## config.mk

```make
export PLATFORM = sky130hd
export DESIGN_NAME = fes_host
export DESIGN_NICKNAME = d
export VERILOG_FILES = /design/src/logic/fes_pkg.sv /design/src/logic/fes_bus_if.sv /design/src/logic/fes_cyc.sv /design/src/logic/fes_host.sv /design/src/logic/fes_sync.sv
export SDC_FILE = /design/constraint.sdc
export NUM_CORES = 1
export LEC_CHECK = 0
export BUFFER_PORTS_ARGS = -buffer_cell sky130_fd_sc_hd__buf_2
export CAP_MARGIN = 20
export CORE_ASPECT_RATIO = 0.75
export CORE_UTILIZATION = 35
export CTS_BUF_LIST = sky130_fd_sc_hd__clkbuf_8
export DETAILED_ROUTE_END_ITERATION = 16
export HOLD_SLACK_MARGIN = 0.15
export PLACE_DENSITY_LB_ADDON = 0.25
export SETUP_SLACK_MARGIN = 0.4
export SYNTH_ARGS = -nofsm -noshare
export SYNTH_HDL_FRONTEND = slang
export SYNTH_SLANG_ARGS = --single-unit
```

## constraint.sdc

```tcl
create_clock -name pclk -period 8.75 [get_ports pclk]
set_input_delay 1.75 -clock pclk [delete_from_list [all_inputs] [get_ports pclk]]
set_output_delay 1.75 -clock pclk [all_outputs]
set_load 0.1 [all_outputs]
```

## src/logic/fes_pkg.sv

```systemverilog
// Constants for the NOR flash erase, suspend and buffer-program host.
// Assumes a 100 MHz pclk; the flash is reached only through fes_host pins.
package fes_pkg;
  localparam int CLK_NS = 10;
  localparam int T_SETUP_NS = 20;
  localparam int T_PULSE_NS = 70;
  localparam int T_HOLD_NS = 30;
  localparam logic [3:0] SETUP_CYC = 4'((T_SETUP_NS + CLK_NS - 1) / CLK_NS);
  localparam logic [3:0] PULSE_CYC = 4'((T_PULSE_NS + CLK_NS - 1) / CLK_NS);
  localparam logic [3:0] HOLD_CYC = 4'((T_HOLD_NS + CLK_NS - 1) / CLK_NS);
  localparam int T_ESUSP_US = 20;
  localparam int T_PSUSP_US = 15;
  localparam int T_ERES_GAP_US = 400;
  localparam int T_PRES_GAP_US = 5;
  localparam logic [15:0] ESUSP_CYC =
    16'((T_ESUSP_US * 1000 + CLK_NS - 1) / CLK_NS);
  localparam logic [15:0] PSUSP_CYC =
    16'((T_PSUSP_US * 1000 + CLK_NS - 1) / CLK_NS);
  localparam logic [15:0] PRES_GAP_CYC =
    16'((T_PRES_GAP_US * 1000 + CLK_NS - 1) / CLK_NS);
  localparam int ERES_GAP_CYC = (T_ERES_GAP_US * 1000 + CLK_NS - 1) / CLK_NS;
  // Register offsets
  localparam logic [7:0] REG_CTRL = 8'h00;
  localparam logic [7:0] REG_ADDR = 8'h04;
  localparam logic [7:0] REG_WDATA = 8'h08;
  localparam logic [7:0] REG_COUNT = 8'h0c;
  localparam logic [7:0] REG_STATUS = 8'h10;
  localparam logic [7:0] REG_RDATA = 8'h14;
  // Operations written to the control register
  localparam logic [3:0] OP_READ = 4'h1;
  localparam logic [3:0] OP_POLL = 4'h2;
  localparam logic [3:0] OP_CHIP = 4'h3;
  localparam logic [3:0] OP_SECT = 4'h4;
  localparam logic [3:0] OP_ESUSP = 4'h5;
  localparam logic [3:0] OP_ERES = 4'h6;
  localparam logic [3:0] OP_BUF = 4'h7;
  localparam logic [3:0] OP_PSUSP = 4'h8;
  localparam logic [3:0] OP_PRES = 4'h9;
  localparam logic [3:0] OP_ABORT = 4'ha;
  // Flash command cycles
  localparam logic [23:0] UNLK_A1 = 24'h000555;
  localparam logic [23:0] UNLK_A2 = 24'h0002aa;
  localparam logic [7:0] UNLK_D1 = 8'haa;
  localparam logic [7:0] UNLK_D2 = 8'h55;
  localparam logic [7:0] CMD_ERS_SETUP = 8'h80;
  localparam logic [7:0] CMD_CHIP = 8'h10;
  localparam logic [7:0] CMD_SECT = 8'h30;
  localparam logic [7:0] CMD_ESUSP = 8'hb0;
  localparam logic [7:0] CMD_ERES = 8'h30;
  localparam logic [7:0] CMD_PSUSP = 8'hb0;
  localparam logic [7:0] CMD_PRES = 8'h30;
  localparam logic [7:0] CMD_BUF_LOAD = 8'h25;
  localparam logic [7:0] CMD_BUF_CONF = 8'h29;
  localparam logic [7:0] CMD_ABORT_RST = 8'hf0;
  // Status bit positions on the data lines
  localparam int BIT_DATA_POLL = 7;
  localparam int BIT_TOGGLE = 6;
  localparam int BIT_TIME_LIMIT = 5;
  localparam int BIT_ERASE_WINDOW = 3;
  localparam int BIT_BUF_ABORT = 1;
  localparam logic [5:0] BUF_MAX_M1 = 6'd31;
  localparam int SECT_LSB = 16;
  localparam int PAGE_LSB = 5;
endpackage

```

## src/logic/fes_bus_if.sv

```systemverilog
// Single flash bus cycle request between the sequencer and the pin driver.
// Assumes both ends run on pclk.
`timescale 1ns/10ps
interface fes_bus_if;
  logic req;
  logic wr;
  logic [23:0] addr;
  logic [15:0] wdata;
  logic done;
  logic [15:0] rdata;
  modport ctl(output req, wr, addr, wdata, input done, rdata);
  modport cyc(input req, wr, addr, wdata, output done, rdata);
endinterface

```

## src/logic/fes_cyc.sv

```systemverilog
// Drives one flash write or read cycle on the pins per request.
// Assumes dq_in is already synchronised and req is held until done.
`timescale 1ns/10ps
module fes_cyc (
  // Clock, reset, enable
  input wire logic pclk,
  input wire logic presetn,
  input wire logic en,
  // Request port
  fes_bus_if.cyc bus,
  // Flash pins
  input wire logic [15:0] dq_in,
  output logic [23:0] fl_addr,
  output logic [15:0] fl_dq_o,
  output logic fl_dq_oe_n,
  output logic fl_ce_n,
  output logic fl_we_n,
  output logic fl_oe_n
);
  import fes_pkg::*;
  typedef enum logic [1:0] {C_IDLE, C_SET, C_ACT, C_HOLD} fes_cph_e;
  typedef struct packed {
    fes_cph_e ph;
    logic [3:0] cnt;
    logic wr;
    logic [23:0] addr;
    logic [15:0] dq;
    logic dq_oe_n;
    logic ce_n;
    logic we_n;
    logic oe_n;
    logic done;
    logic [15:0] rd;
  } fes_cyc_s;
  fes_cyc_s s, n;
  always_comb begin
    n = s;
    n.done = 1'b0;
    case (s.ph)
      C_IDLE: begin
        // Done blocks a restart while the sequencer still shows the old request
        if (bus.req && !s.done) begin
          n.ph = C_SET;
          n.cnt = SETUP_CYC;
          n.wr = bus.wr;
          n.addr = bus.addr;
          n.dq = bus.wdata;
          n.ce_n = 1'b0;
          n.dq_oe_n = !bus.wr;
        end
      end
      C_SET: begin
        if (s.cnt == 4'd1) begin
          n.ph = C_ACT;
          n.cnt = PULSE_CYC;
          n.we_n = !s.wr;
          n.oe_n = s.wr;
        end else begin
          n.cnt = s.cnt - 4'd1;
        end
      end
      C_ACT: begin
        if (s.cnt == 4'd1) begin
          n.ph = C_HOLD;
          n.cnt = HOLD_CYC;
          n.we_n = 1'b1;
          n.oe_n = 1'b1;
          n.rd = dq_in;
        end else begin
          n.cnt = s.cnt - 4'd1;
        end
      end
      C_HOLD: begin
        if (s.cnt == 4'd1) begin
          n.ph = C_IDLE;
          n.ce_n = 1'b1;
          n.dq_oe_n = 1'b1;
          n.done = 1'b1;
        end else begin
          n.cnt = s.cnt - 4'd1;
        end
      end
      default: n.ph = C_IDLE;
    endcase
  end
  always_ff @(posedge pclk or negedge presetn) begin
    if (!presetn) begin
      s <= '0;
      s.dq_oe_n <= 1'b1;
      s.ce_n <= 1'b1;
      s.we_n <= 1'b1;
      s.oe_n <= 1'b1;
    end else if (en) begin
      s <= n;
    end
  end
  assign bus.done = s.done;
  assign bus.rdata = s.rd;
  assign fl_addr = s.addr;
  assign fl_dq_o = s.dq;
  assign fl_dq_oe_n = s.dq_oe_n;
  assign fl_ce_n = s.ce_n;
  assign fl_we_n = s.we_n;
  assign fl_oe_n = s.oe_n;
endmodule

```

## src/logic/fes_host.sv

```systemverilog
// Host sequencer for a parallel NOR flash: erase, suspend, resume, buffer
// program and status polling, ordered through APB registers.
// Assumes a flash on the pins and an APB master on pclk.
`timescale 1ns/10ps
module fes_host #(
  parameter int ERS_GAP = fes_pkg::ERES_GAP_CYC
) (
  // Clock, reset, enable
  input wire logic pclk,
  input wire logic presetn,
  input wire logic en,
  // APB slave
  input wire logic psel,
  input wire logic penable,
  input wire logic pwrite,
  input wire logic [7:0] paddr,
  input wire logic [31:0] pwdata,
  output logic [31:0] prdata,
  output logic pready,
  output logic pslverr,
  // Flash pins
  output logic [23:0] fl_addr,
  output logic [15:0] fl_dq_o,
  input wire logic [15:0] fl_dq_i,
  output logic fl_dq_oe_n,
  output logic fl_ce_n,
  output logic fl_we_n,
  output logic fl_oe_n,
  output logic fl_reset_n,
  input wire logic ready_busy_n
);
  import fes_pkg::*;
  typedef enum logic [2:0] {
    ST_IDLE, ST_SEQ, ST_WAIT, ST_RD, ST_P1, ST_P2
  } fes_st_e;
  typedef struct packed {
    fes_st_e st;
    logic [3:0] op;
    logic [23:0] addr;
    logic [5:0] cnt;
    logic [5:0] idx;
    logic [5:0] fill;
    logic [31:0][15:0] wbuf;
    logic [15:0] rd1;
    logic [15:0] rd;
    logic [15:0] wcnt;
    logic [15:0] gap;
    logic [23:0] psect;
    logic refused;
    logic done;
    logic tlimit;
    logic babort;
    logic chip;
    logic ers;
    logic win;
    logic esus;
    logic prg;
    logic psus;
    logic need_poll;
    logic rstn_o;
    logic [31:0] prdata;
  } fes_host_s;
  fes_host_s s, n;
  fes_bus_if bus ();
  logic [16:0] syn;
  logic acc, bwr, ctrl_wr, mapped, allow, busy_ers, cur_last, sect_hit;
  logic [3:0] wop;
  logic [23:0] cur_a;
  logic [15:0] cur_d;
  logic [5:0] k;
  logic [31:0] rdmux;

  fes_sync #(.W(17)) u_sync (
    .pclk(pclk),
    .presetn(presetn),
    .en(en),
    .d({ready_busy_n, fl_dq_i}),
    .q(syn)
  );
  fes_cyc u_cyc (
    .pclk(pclk),
    .presetn(presetn),
    .en(en),
    .bus(bus.cyc),
    .dq_in(syn[15:0]),
    .fl_addr(fl_addr),
    .fl_dq_o(fl_dq_o),
    .fl_dq_oe_n(fl_dq_oe_n),
    .fl_ce_n(fl_ce_n),
    .fl_we_n(fl_we_n),
    .fl_oe_n(fl_oe_n)
  );

  // Command cycles of each operation before any buffer loads
  function automatic logic [40:0] seq_word(input logic [3:0] op,
      input logic [5:0] i, input logic [23:0] sa, input logic [5:0] c);
    logic [23:0] a;
    logic [7:0] d;
    logic last;
    a = (i == 6'd1 || i == 6'd4) ? UNLK_A2 : UNLK_A1;
    d = (i == 6'd1 || i == 6'd4) ? UNLK_D2 : UNLK_D1;
    last = 1'b0;
    case (op)
      OP_CHIP, OP_SECT: begin
        if (i == 6'd2) begin
          d = CMD_ERS_SETUP;
        end else if (i == 6'd5) begin
          last = 1'b1;
          a = (op == OP_CHIP) ? UNLK_A1 : sa;
          d = (op == OP_CHIP) ? CMD_CHIP : CMD_SECT;
        end
      end
      OP_ESUSP, OP_PSUSP, OP_ERES, OP_PRES: begin
        last = 1'b1;
        a = sa;
        d = (op == OP_ESUSP) ? CMD_ESUSP : (op == OP_PSUSP) ? CMD_PSUSP :
            (op == OP_ERES) ? CMD_ERES : CMD_PRES;
      end
      OP_ABORT: begin
        if (i == 6'd2) begin
          last = 1'b1;
          d = CMD_ABORT_RST;
        end
      end
      default: begin
        if (i == 6'd2) begin
          a = sa;
          d = CMD_BUF_LOAD;
        end else if (i == 6'd3) begin
          a = sa;
          d = {2'b00, c};
        end
      end
    endcase
    return {last, a, 8'h00, d};
  endfunction

  assign acc = psel && penable && en;
  assign bwr = acc && pwrite;
  assign ctrl_wr = bwr && paddr == REG_CTRL;
  assign wop = pwdata[3:0];
  assign mapped = paddr == REG_CTRL || paddr == REG_ADDR ||
                  paddr == REG_WDATA || paddr == REG_COUNT ||
                  paddr == REG_STATUS || paddr == REG_RDATA;
  assign pready = en;
  assign pslverr = psel && penable && !mapped;
  assign busy_ers = s.ers && !s.esus;
  assign sect_hit = s.addr[23:SECT_LSB] == s.psect[23:SECT_LSB];
  assign k = s.idx - 6'd4;

  // Which orders the flash may take in its present mode
  always_comb begin
    case (wop)
      OP_POLL: allow = 1'b1;
      OP_READ: allow = !s.chip && !busy_ers && !s.prg &&
                       !(s.psus && sect_hit);
      OP_CHIP: allow = !s.chip && !s.ers && !s.esus && !s.prg &&
                       !s.psus && !s.need_poll && !s.babort;
      OP_SECT: allow = s.win || (!s.chip && !s.ers && !s.esus && !s.prg &&
                       !s.psus && !s.need_poll && !s.babort);
      OP_ESUSP: allow = busy_ers && !s.prg && s.gap == 16'h0000;
      OP_ERES: allow = s.esus && !s.prg;
      OP_BUF: allow = !s.chip && !busy_ers && !s.prg && !s.psus &&
                      !s.need_poll && !s.babort &&
                      s.cnt <= BUF_MAX_M1;
      OP_PSUSP: allow = s.prg && !s.babort && s.gap == 16'h0000;
      OP_PRES: allow = s.psus;
      OP_ABORT: allow = s.babort;
      default: allow = 1'b0;
    endcase
  end

  // Address and data of the current write cycle
  always_comb begin
    {cur_last, cur_a, cur_d} = seq_word(s.op, s.idx, s.addr, s.cnt);
    if (s.op == OP_BUF && s.idx >= 6'd4) begin
      cur_last = 1'b0;
      if (k <= s.cnt) begin
        cur_a = {s.addr[23:PAGE_LSB], 5'(s.addr[4:0] + k[4:0])};
        cur_d = s.wbuf[k[4:0]];
      end else begin
        cur_last = 1'b1;
        cur_a = s.addr;
        cur_d = {8'h00, CMD_BUF_CONF};
      end
    end
  end

  always_comb begin
    case (paddr)
      REG_ADDR: rdmux = {8'h00, s.addr};
      REG_COUNT: rdmux = {26'h0, s.cnt};
      REG_STATUS: rdmux = {10'h0, s.fill, 2'b00, s.gap != 16'h0000,
          s.need_poll, syn[16], s.psus, s.prg, s.esus, s.win, s.ers,
          s.chip, s.babort, s.tlimit, s.done, s.refused,
          s.st != ST_IDLE};
      REG_RDATA: rdmux = {16'h0000, s.rd};
      default: rdmux = 32'h0;
    endcase
  end

  assign bus.req = s.st == ST_SEQ || s.st == ST_RD ||
                   s.st == ST_P1 || s.st == ST_P2;
  assign bus.wr = s.st == ST_SEQ;
  assign bus.addr = (s.st == ST_SEQ) ? cur_a : s.addr;
  assign bus.wdata = cur_d;

  always_comb begin
    n = s;
    n.rstn_o = 1'b1;
    if (psel) begin
      n.prdata = rdmux;
    end
    if (s.gap != 16'h0000) begin
      n.gap = s.gap - 16'd1;
    end
    if (bwr && mapped && s.st != ST_IDLE) begin
      n.refused = 1'b1;
    end else if (bwr) begin
      case (paddr)
        REG_ADDR: n.addr = pwdata[23:0];
        REG_COUNT: n.cnt = pwdata[5:0];
        REG_WDATA: begin
          if (s.fill <= BUF_MAX_M1) begin
            n.wbuf[s.fill[4:0]] = pwdata[15:0];
            n.fill = s.fill + 6'd1;
          end
        end
        REG_CTRL: begin
          if (allow) begin
            n.op = wop;
            n.idx = 6'd0;
            n.refused = 1'b0;
            n.done = 1'b0;
            n.st = (wop == OP_READ) ? ST_RD :
                   (wop == OP_POLL) ? ST_P1 : ST_SEQ;
          end else begin
            n.refused = 1'b1;
          end
        end
        default: ;
      endcase
    end
    case (s.st)
      ST_IDLE: ;
      ST_SEQ: begin
        if (bus.done && !cur_last) begin
          n.idx = s.idx + 6'd1;
        end else if (bus.done) begin
          n.st = ST_IDLE;
          n.done = 1'b1;
          case (s.op)
            OP_CHIP: n.chip = 1'b1;
            OP_SECT: begin
              n.ers = 1'b1;
              n.win = 1'b1;
            end
            OP_ESUSP: begin
              n.win = 1'b0;
              n.st = ST_WAIT;
              n.wcnt = ESUSP_CYC;
            end
            OP_ERES: begin
              n.esus = 1'b0;
              n.gap = 16'(ERS_GAP);
            end
            OP_BUF: begin
              n.prg = 1'b1;
              n.fill = 6'd0;
              n.psect = s.addr;
            end
            OP_PSUSP: begin
              n.st = ST_WAIT;
              n.wcnt = PSUSP_CYC;
            end
            OP_PRES: begin
              n.psus = 1'b0;
              n.prg = 1'b1;
              n.need_poll = 1'b1;
              n.gap = PRES_GAP_CYC;
            end
            OP_ABORT: begin
              n.babort = 1'b0;
              n.prg = 1'b0;
            end
            default: ;
          endcase
        end
      end
      ST_WAIT: begin
        if (s.wcnt != 16'h0000) begin
          n.wcnt = s.wcnt - 16'd1;
        end else if (s.op == OP_ESUSP) begin
          n.esus = 1'b1;
          n.st = ST_IDLE;
        end else begin
          n.psus = 1'b1;
          n.prg = 1'b0;
          n.st = ST_IDLE;
        end
      end
      ST_RD: begin
        if (bus.done) begin
          n.rd = bus.rdata;
          n.st = ST_IDLE;
          n.done = 1'b1;
        end
      end
      ST_P1: begin
        if (bus.done) begin
          n.rd1 = bus.rdata;
          n.st = ST_P2;
        end
      end
      ST_P2: begin
        if (bus.done) begin
          n.rd = bus.rdata;
          n.st = ST_IDLE;
          n.done = 1'b1;
          if (bus.rdata[BIT_TOGGLE] == s.rd1[BIT_TOGGLE]) begin
            // Two equal toggle reads: the embedded operation has ended
            n.tlimit = 1'b0;
            n.prg = 1'b0;
            n.need_poll = 1'b0;
            n.chip = 1'b0;
            if (!s.esus) begin
              n.ers = 1'b0;
              n.win = 1'b0;
            end
          end else begin
            // Time-limit and abort flags need both reads, so array data read
            // just after the operation ends cannot raise them
            n.tlimit = bus.rdata[BIT_TIME_LIMIT] &&
                       s.rd1[BIT_TIME_LIMIT];
            if (bus.rdata[BIT_ERASE_WINDOW]) begin
              n.win = 1'b0;
            end
            if (s.prg && bus.rdata[BIT_BUF_ABORT] &&
                s.rd1[BIT_BUF_ABORT]) begin
              n.babort = 1'b1;
            end
          end
        end
      end
      default: n.st = ST_IDLE;
    endcase
  end

  always_ff @(posedge pclk or negedge presetn) begin
    if (!presetn) begin
      s <= '0;
    end else if (en) begin
      s <= n;
    end
  end

  assign prdata = s.prdata;
  assign fl_reset_n = s.rstn_o;
endmodule

```

## src/logic/fes_sync.sv

```systemverilog
// Three-stage input synchroniser; a bit changes once stages two and three agree.
// Assumes asynchronous pins as inputs.
`timescale 1ns/10ps
module fes_sync #(
  parameter int W = 17
) (
  // Clock, reset, enable
  input wire logic pclk,
  input wire logic presetn,
  input wire logic en,
  // Raw and filtered levels
  input wire logic [W-1:0] d,
  output logic [W-1:0] q
);
  typedef struct packed {
    logic [W-1:0] s1;
    logic [W-1:0] s2;
    logic [W-1:0] s3;
    logic [W-1:0] q;
  } fes_sync_s;
  fes_sync_s s, n;
  logic [W-1:0] next_q;
  genvar i;
  generate
    for (i = 0; i < W; i++) begin : g_bit
      assign next_q[i] = (s.s2[i] == s.s3[i]) ? s.s3[i] : s.q[i];
    end
  endgenerate
  always_comb begin
    n = s;
    n.s1 = d;
    n.s2 = s.s1;
    n.s3 = s.s2;
    n.q = next_q;
  end
  always_ff @(posedge pclk or negedge presetn) begin
    if (!presetn) begin
      s <= '0;
    end else if (en) begin
      s <= n;
    end
  end
  assign q = s.q;
endmodule

```

# Word-level counts from Yosys, hierarchy flattened
# Cells that the tools add are included.
[word_totals] regBits=820 latchBits=0 ram_bits=0 mem_bits_ro=0 input_bits=63 output_inout_bits=79 word_cells=420 mem_count=0
[classes] addsub=7 multipliers=0 div_mod_pow=0 order_cmp=7 n_eq_ne=82 shifts=0 mux=117 n_bitwise=2 reduce_logical=118
[op_table] cell="561-bit two-way mux" n=2
[op_table] cell="518-bit two-way mux" n=2
[op_table] cell="512-bit bitwise mux" n=1
[op_table] cell="24-bit two-way mux" n=9
[op_table] cell="56-bit two-way mux" n=2
[op_table] cell="16-bit two-way mux" n=6
[op_table] cell="16-bit one-hot mux with 2 select lines" n=3
[op_table] cell="24-bit one-hot mux with 4 select lines" n=1
[op_table] cell="16-bit binary-select mux with 5-bit select" n=1
[op_table] cell="16-bit demux with 5-bit select" n=1
[op_table] cell="8-bit two-way mux" n=10
[op_table] cell="24-bit one-hot mux with 3 select lines" n=1
[op_table] cell="6-bit two-way mux" n=9
[op_table] cell="49-bit two-way mux" n=1
[op_table] cell="40-bit two-way mux" n=1
[op_table] cell="2-bit AND reduction" n=18
[op_table] cell="1-bit logical AND" n=33
[op_table] cell="4-bit by 3-bit == test with 1-bit output (second input constant)" n=8
[op_table] cell="16-bit nonzero test" n=2
[op_table] cell="16-bit by 1-bit subtractor with 16-bit output (second input constant)" n=2
[op_table] cell="2-bit != test (second input constant)" n=14
[op_table] cell="7-bit AND reduction" n=4
[op_table] cell="1-bit two-way mux" n=25
[op_table] cell="4-bit == test (second input constant)" n=6
[op_table] cell="59 further kinds" n=171

# Depth between registers and ports, before layout
[logic_depth] depth_word=18 mapped_depth=14 mapped_depth_nobuf=11

# Hierarchy
# Synthesis repeated with hierarchy kept, for this count alone.
[hier_totals] hier_cells=2911 hier_area_um2=39087.5
[modules_own_cells] mod="fes_host" instances=1 cells_per_inst=2455 area_per_inst_um2=32869.0 seq_area_each_um2=16415.7
[modules_own_cells] mod="fes_cyc" instances=1 cells_per_inst=253 area_per_inst_um2=3319.4 seq_area_each_um2=1706.6
[modules_own_cells] mod="fes_sync" instances=1 cells_per_inst=203 area_per_inst_um2=2899.0 seq_area_each_um2=1701.6

# Worst setup path after synthesis
# Ideal clock, no wire load.
[synth_path] path_kind="in2out" startpoint="in paddr[4]" endpoint="out pslverr" t_arrival_ps=3379 required_ps=7000 path_slack_ps=3621 cell_stages=4 path_buffers=2 path_cell_list="buf_1 > buf_1 > a21o_1 > and3_1"
[synth_between] elab_chain_len=8 elab_cells_between_ends=13 classes_between="5 x eq/ne; 8 x reduce/logical"
[synth_rtl] element="from (decl)" line_no="fes_host.sv:16" text="input wire logic [7:0] paddr,"
[synth_rtl] element="8-bit by 3-bit == test with 1-bit output or 8-bit logical NOT (tied branches)" line_no="fes_host.sv:142" text="assign mapped = paddr == REG_CTRL || paddr == REG_ADDR ||"
[synth_rtl] element="1-bit logical OR (2 in series)" line_no="fes_host.sv:142"
[synth_rtl] element="1-bit logical OR (2 in series)" line_no="fes_host.sv:143" text="paddr == REG_WDATA || paddr == REG_COUNT ||"
[synth_rtl] element="1-bit logical OR *" line_no="fes_host.sv:144" text="paddr == REG_STATUS || paddr == REG_RDATA;"
[synth_rtl] element="1-bit logical NOT *" line_no="fes_host.sv:146" text="assign pslverr = psel && penable && !mapped;"
[synth_rtl] element="1-bit logical AND *" line_no="fes_host.sv:146"
[synth_rtl] element="to (decl)" line_no="fes_host.sv:20" text="output logic pslverr,"
# Every way passes the cells marked *; elsewhere a longest branch is shown, timed or not.

# Final worst setup path
[layout_path] startpoint="reg s[652] in the netlist's numbering" endpoint="reg u_cyc.s (netlist bit u_cyc.fl_dq_o[5])"
[layout_between] elab_chain_len=7 elab_cells_between_ends=21 classes_between="1 x add/sub; 2 x order compare; 5 x eq/ne; 11 x mux; 2 x reduce/logical"
[layout_rtl] element="from (decl)" line_no="fes_host.sv:63" text="fes_host_s s, n;"
[layout_rtl] element="from (signal assigned)" line_no="fes_host.sv:353" text="s <= n;"
[layout_rtl] element="branches (longest 6 deep; another with 6-bit by 3-bit subtractor with 6-bit output)"
[layout_rtl] element="16-bit two-way mux *" line_no="fes_host.sv:176" text="if (s.op == OP_BUF && s.idx >= 6'd4) begin"
[layout_rtl] element="to (signal assigned)" line_no="fes_cyc.sv:94" text="s <= n;"
[layout_rtl] element="to (decl)" line_no="fes_cyc.sv:35" text="fes_cyc_s s, n;"
# Mark *: on every way between the ends. The select of a mux whose other input is x is not followed.
# A chain may end at the register's enable or synchronous reset.

==> impl_metrics.py <==
metrics = {
    "setup_path": {
        "critical_path.slowest_cell": "nor2_1",
        "cp.arrival_ns": 5.62,
        "start_kind": "flop",
        "ff2ff_path_depth": 13,
        "r2r_end": "u_cyc.fl_dq_o[5]",
        "critPathKind": "reg2reg",
        "cp_top_family": "buffers and inverters",
        "crit_fanout": 33,
        "critPathBufInv": 5,
        "slowest_delay_ns": 0.87,
        "r2r_start": "s[652]",
        "critPathCaptureType": "flop",
        "regToRegSetupSlack_ns": 3.81,
        "cp_cell_sequence": "buf_4 -> inv_1 -> buf_4 -> ha_1 -> inv_1 -> ha_1 -> a21o_1 -> a21oi_1 -> a21oi_1 -> buf_4 -> nor2_1 -> nand4_1 -> o221a_2",
        "critPathRequiredTime_ns": 9.43,
        "cp_common_cell": "buf_4",
    },
    "clocking": {
        "cts_hold_buf": 0,
        "h-tree-depth": 4,
        "clk_pin_slew_ns": 0.07,
        "clock-sinks": 792,
        "cts_inserted_buffers": 134,
        "cts_tree": "built",
        "ctsRootBufferMaster": "clkbuf_8",
        "clockBufferDepth": 3,
        "insertion_delay_ns": 0.80,
        "cts_resized": 0,
        "post_cts_buffers": 0,
    },
    "finish": {
        "fillers": 9727,
        "finalNonFillerCells": 4449,
        "drive_gt1_frac": 0.3804,
        "multiInputGateArea_mm2": 0.01638,
        "regArea_mm2": 0.01983,
        "layout.nets": 3023,
        "syn_to_final_growth_pct": 11.82,
    },
    "die": {
        "coreArea_mm2": 0.1061,
        "die_h_um": 286.3,
        "dieArea_mm2": 0.1091,
        "std_cell_rows": 103,
        "io_pins": 142,
        "start_util": 0.3556,
        "die_w_um": 381.1,
    },
    "placement": {
        "gp_congestion": 0.8683,
        "place_inst": 4207,
        "dp_hpwl_um": 68990,
        "io_buffers": 125,
    },
    "power": {
        "power.density_mw_per_mm2": 187.3,
        "cellLeakagePower_nw": 20.27,
        "combPwrFrac": 0.080,
        "switchingPower_mw": 2.114,
        "p_int_mw": 5.784,
        "clock_power_share": 0.419,
        "irDropWorstVdd_v": 0.0001280,
        "p_sw_frac": 0.2676,
        "seq_power_share": 0.501,
    },
    "timing": {
        "setup_violations": 0,
        "fin_tns_setup_ns": 0,
        "finClkSkew_ns": 0.03861,
        "fmax_mhz": 202.4,
        "slew_headroom": 0.2078,
        "slew_violations": 0,
        "period_minus_slack_ns": 4.942,
        "worst_pin_slew_ns": 1.185,
        "rsz0062_at_grt": "false",
        "hold_violations": 0,
        "min_period_over_period": 0.5648,
    },
    "route": {
        "met3_length_um": 6654,
        "viasPerCell": 5.540,
        "routed-wl-met2_um": 47500,
        "highest_layer": "met5",
        "wl_met1_um": 49320,
        "firstDrtPassIters": 6,
        "initialDrtViolationCount": 1949,
        "avgRoutedWirePerCell_um": 23.86,
        "postRouteAntennaNets": 0,
        "drc": 0,
        "via_count": 24646,
        "routed_wl_um": 106200,
    },
    "logic_synthesis": {
        "synth_enable_flop_cells": 0,
        "syn_inst": 2882,
        "synth_cell_types": 87,
        "ys_ff_latch": 792,
        "synth_area_leaders": "dfrtp_1 (52%), mux2_2 (18%), mux4_2 (9.3%), o21ai_0 (2.0%), nand2_1 (1.7%)",
        "syn-cell-area_mm2": 0.03772,
        "yosysSeqAreaShare": 0.5256,
        "synth_area_per_cell_um2": 13.09,
        "ys_warn_count": 0,
        "synth_top_cell_by_area": "dfrtp_1",
        "yosysMostFrequentCell": "dfrtp_1",
        "ys.flop_type": "dfrtp_1",
        "synthTopCellsByCount": "dfrtp_1 (788), mux2_2 (588), nand2_1 (172)",
        "synth_top_area_frac": 0.5228,
        "async_flop_share": 1.000,
    },
    "hold_path": {
        "hold_depth": 1,
        "whs_endpoint": "fl_reset_n",
        "min-delay-start": "fl_reset_n",
        "min_path_type": "reg2reg",
    },
    "global_route": {
        "grt_max_degree": 186,
        "gr-usage-all-layers": 0.1948,
        "grt_pass1_wl_um": 161300,
        "grt_pass1_vias": 25456,
        "grt_antenna_before_repair": 9,
        "grt-ovfl-total": 0,
    },
    "status": {
        "status": "completed",
    },
    "job": {
        "maxCapViolations": 0,
    },
}
==> layout make-up <==
type | count | area share
antenna | 6 | 0.0003560
clock buffer | 168 | 0.05482
clock inverter | 65 | 0.008574
sequential | 792 | 0.4702
tap | 1417 | 0.04204
inverter | 64 | 0.005696
multi-input combinational | 1759 | 0.3883
timing repair buffer | 178 | 0.02996
==> logic make-up (layout without fill, tap and decap cells) <==
family	after synthesis	count (layout)	share of synthesized area
muxes	795	795	0.2834
xor gates and xnor gates	19	19	0.004412
AOI/OAI and AO/OA	429	429	0.07222
and+or+nand+nor	477	477	0.06223
DFF	792	792	0.5256
adders and majority gates	31	31	0.01048
other	1	14	0.00009942
buffers and inverters	338	475	0.04160
==> through the flow <==
stage	setup WS [ns]	instance area [µm²]	total power [mW]	hold slack (ns)	util
finish	3.808	42180	7.898	0.4647	0.3976
global placement	3.747	39220	4.609	0.4481	0.3698
detailed placement	3.730	39430	4.649	0.4445	0.3718
global route	3.742	42170	8.260	0.4907	0.3976
CTS	3.870	42100	8.006	0.4659	0.3970
floorplan	3.621	37750	4.402	0.4237	-
==> cells in the final DEF, fill, tap and decap left out, types with 35 or more instances in the layout <==
master,count
a21oi_1,79
buf_2,123
buf_4,38
clkbuf_8,168
dfrtp_1,786
inv_1,106
mux2_2,588
mux4_2,155
nand2_1,172
nand3_1,35
nor2_1,93
nor3_1,42
o21ai_0,149
==> layer usage <==
metal  track usage  up-vias
met5             0        -
met4       0.06466        4
met3       0.04216      180
met2        0.2937      791
met1        0.2781    13019
li1              -    10652
==> power groups by stage <==
stage / logic [mW] / clock network, mW / registers [mW]
floorplan: 0.388 / 0 / 4.01
finish: 0.632 / 3.31 / 3.95
global placement: 0.604 / 0 / 4.01
global route: 0.703 / 3.58 / 3.97
CTS: 0.636 / 3.42 / 3.95
detailed placement: 0.632 / 0 / 4.02
==> how the worst max path moves through the flow <==
stage               cells past startpoint                to      start
finish                                 13  u_cyc.fl_dq_o[5]     s[652]
global route                           13  u_cyc.fl_dq_o[7]     s[652]
global placement                        7              flop   paddr[4]
CTS                                     6           pslverr   paddr[1]
detailed placement                      7            s[686]  pwdata[2]
floorplan                               4           pslverr   paddr[4]
No activity file was read; power rests on OpenSTA's default activity.
